### src/tkcs_map.svh
// constants for touch key confirmation and sleep control
// Notes on behaviour
// - each key's confirmation count rises on every acquisition above threshold; here the stored scan counter rises once per visit, on a quick hit
// - an acquisition not above threshold clears that key's count to zero
// - each key has an inner quick counter and an outer scan counter
// - quick counter bursts repeat on one key before the next key is sampled
// - each key has its own quick counter limit in setup storage
// - scan counter advances when quick counter reaches its limit
// - quick counter failure also clears the key's scan counter
// - scan counter reaching its per-key limit declares the key touched
// - scan counter advances at most once per full matrix scan
// - idle device sleeps, wakes periodically, scans, sleeps again
// - the sleep interval before automatic wake is configurable
// - host communication during sleep wakes the device for service and a scan
// - every wake performs at least one full matrix scan before sleeping
// - activity at scan end forces another full scan before sleep retry
// - no sleep if any key showed a touch event in the last scan
// - calibration takes one full scan; disabled keys are skipped
`ifndef TKCS_MAP_SVH
`define TKCS_MAP_SVH
`define TKCS_NUM_KEYS 24
`define TKCS_LAST_KEY 5'h17
`define TKCS_CLK_MHZ 200
`define TKCS_SLEEP_UNIT_US 1000
`define TKCS_TICK_CYCLES (`TKCS_SLEEP_UNIT_US * `TKCS_CLK_MHZ)
`define TKCS_QLIM_RST 8'h02
`define TKCS_SLIM_RST 8'h02
`endif

### src/tkcs_pkg.sv
// types shared by the touch key confirmation and sleep logic
package tkcs_pkg;
    typedef logic [4:0] tkcs_key_t;
    typedef logic [7:0] tkcs_cnt_t;
    typedef enum logic [2:0] {
        TKCS_SLEEP,
        TKCS_READ,
        TKCS_LOOK,
        TKCS_REQ,
        TKCS_WAIT,
        TKCS_NEXT,
        TKCS_END
    } tkcs_state_t;
endpackage

### src/tkcs_mem_if.sv
// per-key setup and counter storage port
`timescale 1ns/1ps
interface tkcs_mem_if;
    import tkcs_pkg::*;
    tkcs_key_t rd_key;
    tkcs_cnt_t rd_qlim;
    tkcs_cnt_t rd_slim;
    logic rd_en;
    tkcs_cnt_t rd_cnt;
    logic wr_en;
    tkcs_key_t wr_key;
    tkcs_cnt_t wr_cnt;
    logic cfg_we;
    tkcs_key_t cfg_key;
    tkcs_cnt_t cfg_qlim;
    tkcs_cnt_t cfg_slim;
    logic cfg_en;
    modport engine(output rd_key, input rd_qlim, input rd_slim,
        input rd_en, input rd_cnt, output wr_en, output wr_key,
        output wr_cnt, output cfg_we, output cfg_key, output cfg_qlim,
        output cfg_slim, output cfg_en);
    modport mem(input rd_key, output rd_qlim, output rd_slim,
        output rd_en, output rd_cnt, input wr_en, input wr_key,
        input wr_cnt, input cfg_we, input cfg_key, input cfg_qlim,
        input cfg_slim, input cfg_en);
endinterface

### src/tkcs_engine.sv
// touch key two-tier confirmation and scan sleep sequencer
`timescale 1ns/1ps
`include "tkcs_map.svh"
module tkcs_engine
    import tkcs_pkg::*;
#(
    parameter int TICK_CYCLES = `TKCS_TICK_CYCLES
)
(
    input wire logic clk_in,
    input wire logic resetn_in,
    input wire logic acq_done_in,
    input wire logic acq_above_in,
    input wire logic host_start_in,
    input wire logic cal_req_in,
    input wire logic [15:0] sleep_interval_in,
    input wire logic cfg_we_in,
    input wire logic [4:0] cfg_key_in,
    input wire logic [7:0] cfg_quick_lim_in,
    input wire logic [7:0] cfg_scan_lim_in,
    input wire logic cfg_key_en_in,
    output logic acq_req_out,
    output logic [4:0] acq_key_out,
    output logic acq_cal_out,
    output logic [23:0] key_touched_out,
    output logic touch_event_out,
    output logic scan_done_out,
    output logic sleeping_out
);
    tkcs_mem_if mi();

    tkcs_key_mem u_mem (
        .clk_in(clk_in),
        .resetn_in(resetn_in),
        .m(mi.mem)
    );

    tkcs_state_t state_r;
    tkcs_key_t key_r;
    tkcs_cnt_t q_cnt_r;
    tkcs_cnt_t qlim_r;
    tkcs_cnt_t slim_r;
    tkcs_cnt_t s_cnt_r;
    logic [23:0] touched_r;
    logic cal_scan_r;
    logic cal_pend_r;
    logic host_pend_r;
    logic scan_act_r;
    logic event_r;
    logic done_r;
    logic [17:0] div_r;
    logic tick;
    logic [15:0] slp_cnt_r;
    logic wake;
    logic last_scan_idle;
    logic sample;
    logic quick_hit;
    logic scan_hit;
    logic fail;
    tkcs_cnt_t q_nxt;
    tkcs_cnt_t s_nxt;

    // a limit of zero would be met on the first sample; treat it as one
    function automatic tkcs_cnt_t lim_eff(input tkcs_cnt_t lim);
        lim_eff = (lim == 8'h00) ? 8'h01 : lim;
    endfunction

    assign sample = (state_r == TKCS_WAIT) && acq_done_in && !cal_scan_r;
    assign q_nxt = q_cnt_r + 8'h01;
    assign s_nxt = (s_cnt_r == 8'hff) ? s_cnt_r : s_cnt_r + 8'h01;
    assign quick_hit = sample && acq_above_in &&
        (q_nxt >= lim_eff(qlim_r));
    assign scan_hit = quick_hit && (s_nxt >= lim_eff(slim_r));
    assign fail = sample && !acq_above_in;
    assign last_scan_idle = !scan_act_r && !host_pend_r && !cal_pend_r;
    assign wake = host_start_in || cal_req_in ||
        (tick && (slp_cnt_r + 16'h0001 >= sleep_interval_in));

    // sleep timebase: one enable pulse per sleep unit
    always_ff @(posedge clk_in or negedge resetn_in) begin
        if (!resetn_in) begin
            div_r <= 18'h00000;
        end else if (state_r != TKCS_SLEEP || div_r ==
            18'(TICK_CYCLES - 1)) begin
            div_r <= 18'h00000;
        end else begin
            div_r <= div_r + 18'h00001;
        end
    end
    assign tick = (state_r == TKCS_SLEEP) &&
        (div_r == 18'(TICK_CYCLES - 1));

    always_ff @(posedge clk_in or negedge resetn_in) begin
        if (!resetn_in) begin
            slp_cnt_r <= 16'h0000;
        end else if (state_r != TKCS_SLEEP) begin
            slp_cnt_r <= 16'h0000;
        end else if (tick) begin
            slp_cnt_r <= slp_cnt_r + 16'h0001;
        end
    end

    // scan sequencer
    always_ff @(posedge clk_in or negedge resetn_in) begin
        if (!resetn_in) begin
            state_r <= TKCS_READ;
            key_r <= 5'h00;
        end else begin
            case (state_r)
                TKCS_SLEEP: begin
                    if (wake) begin
                        state_r <= TKCS_READ;
                        key_r <= 5'h00;
                    end
                end
                TKCS_READ: begin
                    state_r <= TKCS_LOOK;
                end
                TKCS_LOOK: begin
                    if (!mi.rd_en) begin
                        state_r <= TKCS_NEXT;
                    end else begin
                        state_r <= TKCS_REQ;
                    end
                end
                TKCS_REQ: begin
                    state_r <= TKCS_WAIT;
                end
                TKCS_WAIT: begin
                    if (acq_done_in) begin
                        if (cal_scan_r || quick_hit || fail) begin
                            state_r <= TKCS_NEXT;
                        end else begin
                            state_r <= TKCS_REQ;
                        end
                    end
                end
                TKCS_NEXT: begin
                    if (key_r == `TKCS_LAST_KEY) begin
                        state_r <= TKCS_END;
                    end else begin
                        key_r <= key_r + 5'h01;
                        state_r <= TKCS_READ;
                    end
                end
                TKCS_END: begin
                    key_r <= 5'h00;
                    if (last_scan_idle) begin
                        state_r <= TKCS_SLEEP;
                    end else begin
                        state_r <= TKCS_READ;
                    end
                end
                default: begin
                    state_r <= TKCS_SLEEP;
                end
            endcase
        end
    end

    // per-visit counters; the quick counter only lives for one key visit
    always_ff @(posedge clk_in or negedge resetn_in) begin
        if (!resetn_in) begin
            q_cnt_r <= 8'h00;
            qlim_r <= 8'h00;
            slim_r <= 8'h00;
            s_cnt_r <= 8'h00;
        end else if (state_r == TKCS_LOOK) begin
            q_cnt_r <= 8'h00;
            qlim_r <= mi.rd_qlim;
            slim_r <= mi.rd_slim;
            s_cnt_r <= mi.rd_cnt;
        end else if (fail) begin
            q_cnt_r <= 8'h00;
        end else if (sample && !quick_hit) begin
            q_cnt_r <= q_nxt;
        end
    end

    // scan counter write-back: at most one per key visit, so once a scan
    always_comb begin
        mi.rd_key = key_r;
        mi.wr_key = key_r;
        mi.wr_en = quick_hit || fail || (state_r == TKCS_WAIT &&
            acq_done_in && cal_scan_r);
        mi.wr_cnt = 8'h00;
        if (quick_hit) begin
            mi.wr_cnt = s_nxt;
        end
    end

    assign mi.cfg_we = cfg_we_in;
    assign mi.cfg_key = cfg_key_in;
    assign mi.cfg_qlim = cfg_quick_lim_in;
    assign mi.cfg_slim = cfg_scan_lim_in;
    assign mi.cfg_en = cfg_key_en_in;

    // touch state; release is taken on the first sample below threshold
    always_ff @(posedge clk_in or negedge resetn_in) begin
        if (!resetn_in) begin
            touched_r <= 24'h000000;
            event_r <= 1'b0;
        end else begin
            event_r <= 1'b0;
            if (scan_hit && !touched_r[key_r]) begin
                touched_r[key_r] <= 1'b1;
                event_r <= 1'b1;
            end else if (fail && touched_r[key_r]) begin
                touched_r[key_r] <= 1'b0;
                event_r <= 1'b1;
            end
        end
    end

    // activity seen in this scan; a set in the end cycle carries over
    always_ff @(posedge clk_in or negedge resetn_in) begin
        if (!resetn_in) begin
            scan_act_r <= 1'b0;
        end else if (event_r || (state_r == TKCS_LOOK &&
            touched_r[key_r])) begin
            scan_act_r <= 1'b1;
        end else if (state_r == TKCS_END) begin
            scan_act_r <= 1'b0;
        end
    end

    always_ff @(posedge clk_in or negedge resetn_in) begin
        if (!resetn_in) begin
            host_pend_r <= 1'b0;
        end else if (host_start_in && state_r != TKCS_SLEEP) begin
            host_pend_r <= 1'b1;
        end else if (state_r == TKCS_END) begin
            host_pend_r <= 1'b0;
        end
    end

    // calibration runs as one whole scan of its own
    always_ff @(posedge clk_in or negedge resetn_in) begin
        if (!resetn_in) begin
            cal_pend_r <= 1'b0;
            cal_scan_r <= 1'b0;
        end else begin
            // a request that wakes the engine is served by the wake scan
            if (cal_req_in && state_r != TKCS_SLEEP) begin
                cal_pend_r <= 1'b1;
            end else if (state_r == TKCS_END) begin
                cal_pend_r <= 1'b0;
            end
            if (state_r == TKCS_END || state_r == TKCS_SLEEP) begin
                cal_scan_r <= cal_pend_r || cal_req_in;
            end
        end
    end

    always_ff @(posedge clk_in or negedge resetn_in) begin
        if (!resetn_in) begin
            done_r <= 1'b0;
        end else begin
            done_r <= (state_r == TKCS_END);
        end
    end

    assign acq_req_out = (state_r == TKCS_REQ);
    assign acq_key_out = key_r;
    assign acq_cal_out = cal_scan_r;
    assign key_touched_out = touched_r;
    assign touch_event_out = event_r;
    assign scan_done_out = done_r;
    assign sleeping_out = (state_r == TKCS_SLEEP);
endmodule

### src/tkcs_key_mem.sv
// per-key setup limits, enables and scan counters
`timescale 1ns/1ps
`include "tkcs_map.svh"
module tkcs_key_mem
    import tkcs_pkg::*;
(
    input wire logic clk_in,
    input wire logic resetn_in,
    tkcs_mem_if.mem m
);
    tkcs_cnt_t qlim_r [`TKCS_NUM_KEYS];
    tkcs_cnt_t slim_r [`TKCS_NUM_KEYS];
    tkcs_cnt_t cnt_r [`TKCS_NUM_KEYS];
    logic [`TKCS_NUM_KEYS-1:0] en_r;

    // setup storage, one limit pair per key
    always_ff @(posedge clk_in or negedge resetn_in) begin
        if (!resetn_in) begin
            for (int i = 0; i < `TKCS_NUM_KEYS; i++) begin
                qlim_r[i] <= `TKCS_QLIM_RST;
                slim_r[i] <= `TKCS_SLIM_RST;
            end
            en_r <= '1;
        end else if (m.cfg_we && m.cfg_key <= `TKCS_LAST_KEY) begin
            qlim_r[m.cfg_key] <= m.cfg_qlim;
            slim_r[m.cfg_key] <= m.cfg_slim;
            en_r[m.cfg_key] <= m.cfg_en;
        end
    end

    always_ff @(posedge clk_in or negedge resetn_in) begin
        if (!resetn_in) begin
            for (int i = 0; i < `TKCS_NUM_KEYS; i++) begin
                cnt_r[i] <= 8'h00;
            end
        end else if (m.wr_en && m.wr_key <= `TKCS_LAST_KEY) begin
            cnt_r[m.wr_key] <= m.wr_cnt;
        end
    end

    // registered read: data follows the key by one cycle
    always_ff @(posedge clk_in or negedge resetn_in) begin
        if (!resetn_in) begin
            m.rd_qlim <= 8'h00;
            m.rd_slim <= 8'h00;
            m.rd_en <= 1'b0;
            m.rd_cnt <= 8'h00;
        end else if (m.rd_key <= `TKCS_LAST_KEY) begin
            m.rd_qlim <= qlim_r[m.rd_key];
            m.rd_slim <= slim_r[m.rd_key];
            m.rd_en <= en_r[m.rd_key];
            m.rd_cnt <= cnt_r[m.rd_key];
        end
    end
endmodule

### config.mk
export PLATFORM = sky130hd
export DESIGN_NAME = tkcs_engine
export DESIGN_NICKNAME = d
export VERILOG_FILES = /design/src/tkcs_pkg.sv /design/src/tkcs_mem_if.sv /design/src/tkcs_engine.sv /design/src/tkcs_key_mem.sv
export VERILOG_INCLUDE_DIRS = /design/src
export SDC_FILE = /design/constraint.sdc
export NUM_CORES = 1
export LEC_CHECK = 0
export BUFFER_PORTS_ARGS = -buffer_cell sky130_fd_sc_hd__buf_2
export CAP_MARGIN = 20
export CORE_UTILIZATION = 54
export CTS_CLUSTER_DIAMETER = 30
export DETAILED_ROUTE_END_ITERATION = 8
export GPL_TIMING_DRIVEN = 1
export PLACE_DENSITY = 0.7
export SYNTH_ARGS = -nofsm -noshare
export SYNTH_HDL_FRONTEND = slang
export SYNTH_SLANG_ARGS = --single-unit
### constraint.sdc
create_clock -name clk_in -period 6.52 [get_ports clk_in]
set_input_delay 0.652 -clock clk_in [delete_from_list [all_inputs] [get_ports clk_in]]
set_output_delay 0.652 -clock clk_in [all_outputs]
set_load 0.005 [all_outputs]
**Yosys cells after proc, flatten, opt, wreduce, memory -nomap -nowiden**

Cells that the tools add are included.
Widths: inputs -> output; s select.

- Add/subtract/negate cells: 5
- Magnitude comparators: 13
- Equality and inequality tests: 12
- Multiplexer cells: 53
- Bitwise operators: 5
- Reductions and logical operators: 53

Operator list:

| kind | count |
|---|---|
| $bwmux 192 | 3 |
| $bmux 8 s5 | 3 |
| $mux 8 | 15 |
| $demux 8 s5 | 2 |
| $mux 24 | 2 |
| $mux 16 | 2 |
| $and 24x24->24 | 1 |
| $bwmux 24 | 1 |
| $not 24->24 | 1 |
| $or 24x24->24 | 1 |
| $logic_and 1x1->1 | 23 |
| $pmux 3 s7 | 1 |
| $add 18x1->18 const B | 1 |
| $eq 18x18->1 const B | 1 |
| $mux 18 | 1 |
| $add 16x1->16 const B | 1 |
| $add 8x1->8 const B | 2 |
| $ge 16x16->1 | 1 |
| $ge 8x8->1 | 2 |
| $logic_not 8->1 | 2 |
| $mux 3 | 5 |
| $pmux 5 s3 | 1 |
| $ge 6x6->1 const B | 2 |
| $lt 5x6->1 const B | 2 |
| 23 further kinds | 65 |

- Flip-flop bits (word level): 729
- Bits of input ports: 45
- Output and inout port bits: 34
- Logic and storage cells: 233

**Longest topological paths before layout**

- Depth after elaboration: 10
- Depth in mapped cells: 13
- Gate-level depth less buffers: 12

**Hierarchy**

Synthesis repeated with hierarchy kept, for this count alone.

- Cells, all modules: 2407
- Area total of the unflattened synthesis: 34161.5 um2

By module, submodules not included:

| module | times used | cells an instance | area each (um2) |
|---|---|---|---|
| tkcs_key_mem | 1 | 1752 | 27968.1 |
| tkcs_engine | 1 | 655 | 6193.4 |

**Least setup slack after synthesis**

No wires, ideal clock.

- Path kind: reg-to-reg
- From: register s_cnt_r[0]
- To: register with a tool-made name
- Setup time: 0.127 ns
- Data arrival time: 2.805 ns
- Setup slack: 3.588 ns
- Cell stages (with the launch flop): 12
- Path buffers: 1
- Cell sequence: dfrtp_1 > ha_1 > and3_1 > o21a_1 > ha_1 > a21o_1 > a2111oi_0 > o21ai_0 > o21ai_1 > clkbuf_1 > nor4_1 > o2bb2a_1

RTL lines:

| item | RTL line | source |
|---|---|---|
| start: declaration | tkcs_engine.sv:43 | `tkcs_cnt_t s_cnt_r;` |
| start signal: assignment | tkcs_engine.sv:172 | `s_cnt_r <= mi.rd_cnt;` |

**Final worst setup path**

- From: register q_cnt_r[2]
- To: register u_mem.cnt_r[85] (netlist name)

- Cells in the longest elaborated chain, start to end: 6
- Elaborated cells on any way between the ends: 8
- Those cells by class: add/sub (1); order compare (1); mux (2); reduce/logical (4)

RTL lines:

| item | RTL line | source |
|---|---|---|
| start: declaration | tkcs_engine.sv:40 | `tkcs_cnt_t q_cnt_r;` |
| start signal: assignment | tkcs_engine.sv:176 | `q_cnt_r <= q_nxt;` |
| $add 8x1->8 (*) | tkcs_engine.sv:69 | `assign q_nxt = q_cnt_r + 8'h01;` |
| $ge 8x8->1 (*) | tkcs_engine.sv:72 | `(q_nxt >= lim_eff(qlim_r));` |
| $logic_and 1x1->1 (*) | tkcs_engine.sv:71 | `assign quick_hit = sample && acq_above_in &&` |
| $logic_or 1x1->1 (2 in a row) | tkcs_engine.sv:184 | `mi.wr_en = quick_hit \|\| fail \|\| (state_r == TKCS_WAIT &&` |
| $logic_and 1x1->1 (no source line) | -- |  |
| end signal: indexed assignment | tkcs_key_mem.sv:37 | `cnt_r[m.wr_key] <= m.wr_cnt;` |
| end: declaration | tkcs_key_mem.sv:13 | `` tkcs_cnt_t cnt_r [`TKCS_NUM_KEYS]; `` |

Every way passes the cells marked *; elsewhere a longest branch is shown, timed or not.
A chain may end at the register's enable or synchronous reset.

==> parameters.txt <==
Parameter                              Value

Timing
  Minimum setup slack in the final design ... around 2800 ps
  Worst-case headroom to the max-slew limit ... 29.4%
  Final worst clock skew ... 26.6 ps
  Unrepaired setup endpoints after global routing ... false
  Clock period minus worst slack ... around 3700 ps
  Final clock period utilization by the worst path ... between 50% and 60%
  Fin. Hold Viols ... 0
  Total Negative Setup Slacks ... 0 ps
  Fin. max-slew vios ... 0
  Number of setup violations in the final report ... 0
  Slew at the pin closest to its max-slew limit ... between 1000 and 1500 ps
  Highest Clock Rate ... between 200 and 300 MHz
  Final worst hold slack ... around 190 ps

Synth
  Gate count after technology mapping ... approximately 2400
  Net Count, Synth ... between 2000 and 2500
  Number of distinct library cells after synthesis ... 71
  Share of synthesized area occupied by flip-flops and latches ... 53.3%
  Most used flip-flop cell after synthesis ... dfrtp_1
  Share of synthesized registers carrying an async set or reset ... 100%
  Average cell area after synthesis ... roughly 14 um2
  Number of flip-flops and latches in the synthesized netlist ... 729
  Number of synthesized flops with an enable pin ... 0
  Yosys warning count ... 0
  Syn Std Cell Area ... about 34000 um2

Final layout
  Area overhead of the layout relative to synthesis ... 19.5%
  Antenna diodes ... 0
  Fraction of layout instances using a drive strength above 1 ... about 48%
  Layout Nets ... 2590
  Total non-filler cell area in the finished layout ... between 40000 and 50000 um2
  Fill cell instance count of the final layout ... between 4000 and 5000

CTS
  Number of buffers inserted by hold repair at cts ... 1
  Clock Tree Buf Depth ... 3
  Htree depth ... 4
  Worst skew pair latency ... about 730 ps
  Post-cts resize count ... 0
  Post-CTS clock slew at the launch and capture registers of the worst setup and hold paths ... roughly 50 ps
  Root buffer cell ... clkbuf_16
  TritonCTS Buffers ... between 100 and 150
  Post-CTS Repair Setup Buffers ... 0
  Clock sink count ... between 700 and 800
  CTS tree ... yes

Hold path
  Worst hold path class ... input pin to flip-flop
  Worst hold path depth ... 2
  Hold Crit Endpoint ... host_pend_r$_DFFE_PN0P_
  Hold path startpoint ... host_start_in

Floorplan
  Die area ... around 65000 um2
  Vertical extent of the die ... approximately 250 um
  # IOs ... around 80
  Floorplan core area ... approximately 63000 um2
  Floorplan die width ... 254 um
  Initial Utilization ... roughly 55%
  Number of core rows ... 92

Flow run
  Number of violations of the max-capacitance limit ... 0

Global routing
  GRT Total Usage ... approximately 28%
  Antenna violations before repair ... 3
  Number of global-route vias before repair ... roughly 23000
  Pin count of the biggest net entering global routing ... between 150 and 200
  Remaining Overflow, GRT ... 0
  First-pass GRT wire length ... around 140000 um

Worst setup path
  Endpoint kind of the worst setup timing path ... flip-flop
  Buf+Inv Stages, Crit Path ... 1
  Delay of the slowest cell on the worst path ... around 500 ps
  Setup CP Type ... flip-flop to flip-flop
  CP Data Required Time ... 7120 ps
  Slowest stage cell on the critical path ... buf_4
  Endpoint of the worst register-to-register path ... u_mem.cnt_r[85]$_DFFE_PN0P_
  List of cells traversed by the critical path ... nand3_1 > or2_2 > nor2_1 > xor2_1 > ha_1 > a21oi_1 > o21a_1 > nand2_1 > a21oi_4 > buf_4 > or3_1 > mux2_2
  Flop2flop setup slack ... 2830 ps
  Cell family with the largest share of critical-path delay ... simple AND/OR/NAND/NOR gates
  CP arrival ... about 4300 ps
  Worst reg2reg path startpoint ... q_cnt_r[2]$_DFFE_PN0P_
  Critical path launch point type ... flip-flop
  Worst reg2reg path depth ... 12
  Critical Path Fanout Max ... 25

Detailed routing
  Number of DRC markers in iteration 0 ... ~1600
  Via/cell ratio ... roughly 6.3
  Drt drc ... 0
  Detail-routed net length per standard cell ... ~25 um
  Detailed-route wire length ... 87100 um
  First-pass detailed-route iteration total ... 5
  Vias after detailed routing ... 21700
  Remaining antenna violation count ... 0

Run status
  Run status ... finished clean

Pwr
  Leak pwr ... 0.0187 uW
  Power density over cell area ... approximately 390 nW/um2
  Total design power ... 16100 uW
  Largest voltage drop on the vdd net ... about 0.25 mV

Placement
  Placed wire-length estimate after detailed placement ... approximately 50000 um
  Worst setup timing slack at the placement stage ... a little under 3000 ps
  Cell area reported after detailed placement ... 35600 um2
  PortBufs ... 78
  Final weighted congestion of routability-driven global placement ... a little over 0.8
==> cells by family after synthesis <==
kind of cell | after synthesis | synth area share [%]
simple gates | 351 | 5.80
xor+xnor | 46 | 1.17
flops | 729 | 53.3
compound gates | 253 | 5.27
mux | 770 | 30.3
fa+ha+maj | 40 | 1.45
buf+inv | 219 | 2.76
==> cells in the final DEF (no fill, tap or decap), types with 28 or more instances in the layout <==
cell type,n
clkbuf_16,143
nand3_1,33
o21ai_0,58
nor4_1,28
mux4_2,156
buf_2,78
mux2_2,605
a22o_1,31
nand2_1,92
bufinv_16,28
dfstp_2,73
nor2_1,73
ha_1,40
inv_1,37
buf_4,45
dfrtp_1,654
a22oi_1,28
==> final cells by class <==
cell class                 count  area, um2  area share (%)
clock inverter                83       1470            3.56
sequential                   729      18300            44.6
clock buffer                 185       3960            9.62
tap                          846       1060            2.57
timing repair buffer         134        910            2.21
multi-input combinational   1460      15300            37.1
inverter                      37        139           0.338
==> report_power, final <==
part | internal [uW] | switching (uW)
sequential | 5170 | 439
combinational | 1140 | 1300
clock | 5460 | 2590
==> worst max path at each step <==
stage	start	to	slack [ps]	cells past startpoint
after floorplan	s_cnt_r[0]$_DFFE_PN0N_	flip-flop	3590	11
after detailed placement	q_cnt_r[2]$_DFFE_PN0P_	u_mem.cnt_r[66]$_DFFE_PN0P_	2930	12
final	q_cnt_r[2]$_DFFE_PN0P_	u_mem.cnt_r[85]$_DFFE_PN0P_	2830	12
after global placement	q_cnt_r[2]$_DFFE_PN0P_	u_mem.cnt_r[110]$_DFFE_PN0P_	2710	11
after global routing	q_cnt_r[2]$_DFFE_PN0P_	u_mem.cnt_r[71]$_DFFE_PN0P_	2660	12
after CTS	q_cnt_r[2]$_DFFE_PN0P_	u_mem.cnt_r[75]$_DFFE_PN0P_	2870	12
==> flip-flops by register name, indices dropped and copies added (netlist names), 5 cells and up, named ones only <==
register / count
slim_r: 8
s_cnt_r: 8
div_r: 18
u_mem.m.rd_qlim: 8
u_mem.slim_r: 192
u_mem.cnt_r: 192
slp_cnt_r: 16
qlim_r: 8
q_cnt_r: 8
u_mem.qlim_r: 192
u_mem.m.rd_slim: 8
u_mem.m.rd_cnt: 8
u_mem.en_r: 24
acq_key_out: 5
==> cell usage after synthesis (24+ instances only) <==
cell	instances	area share (%)
nand2_1	92	1.0
nor2_1	73	0.80
buf_2	56	0.81
clkbuf_1	110	1.2
a221oi_1	26	0.66
a31oi_1	26	0.47
o21ai_0	58	0.84
mux2_2	605	20
ha_1	40	1.5
inv_1	37	0.40
a22o_1	31	0.79
xnor2_1	24	0.61
o2bb2a_1	24	0.70
dfstp_2	73	5.6
nor4_1	28	0.51
nand3_1	33	0.48
mux4_2	156	10
dfrtp_1	656	48
a22oi_1	28	0.61
==> metal layers <==
| metal | global-route usage [%] | up-vias | share of wire [%] |
|---|---|---|---|
| met2 | 44.2 | 725 | 48 |
| met5 | 0 | - | 0.018 |
| met3 | 5.07 | 170 | 5.9 |
| met1 | 39.0 | 11600 | 43 |
| li1 | - | 9260 | - |
| met4 | 9.67 | 4 | 2.5 |
==> per-stage QoR <==
step	utilization (%)	std cells
2_1_floorplan	-	2408
3_3_place_gp	56.5	3199
3_5_place_dp	56.5	3202
4_1_cts	65.1	3471
5_1_grt	65.2	3474
6_report	65.2	3474
No activity file was read; power rests on OpenSTA's default activity.
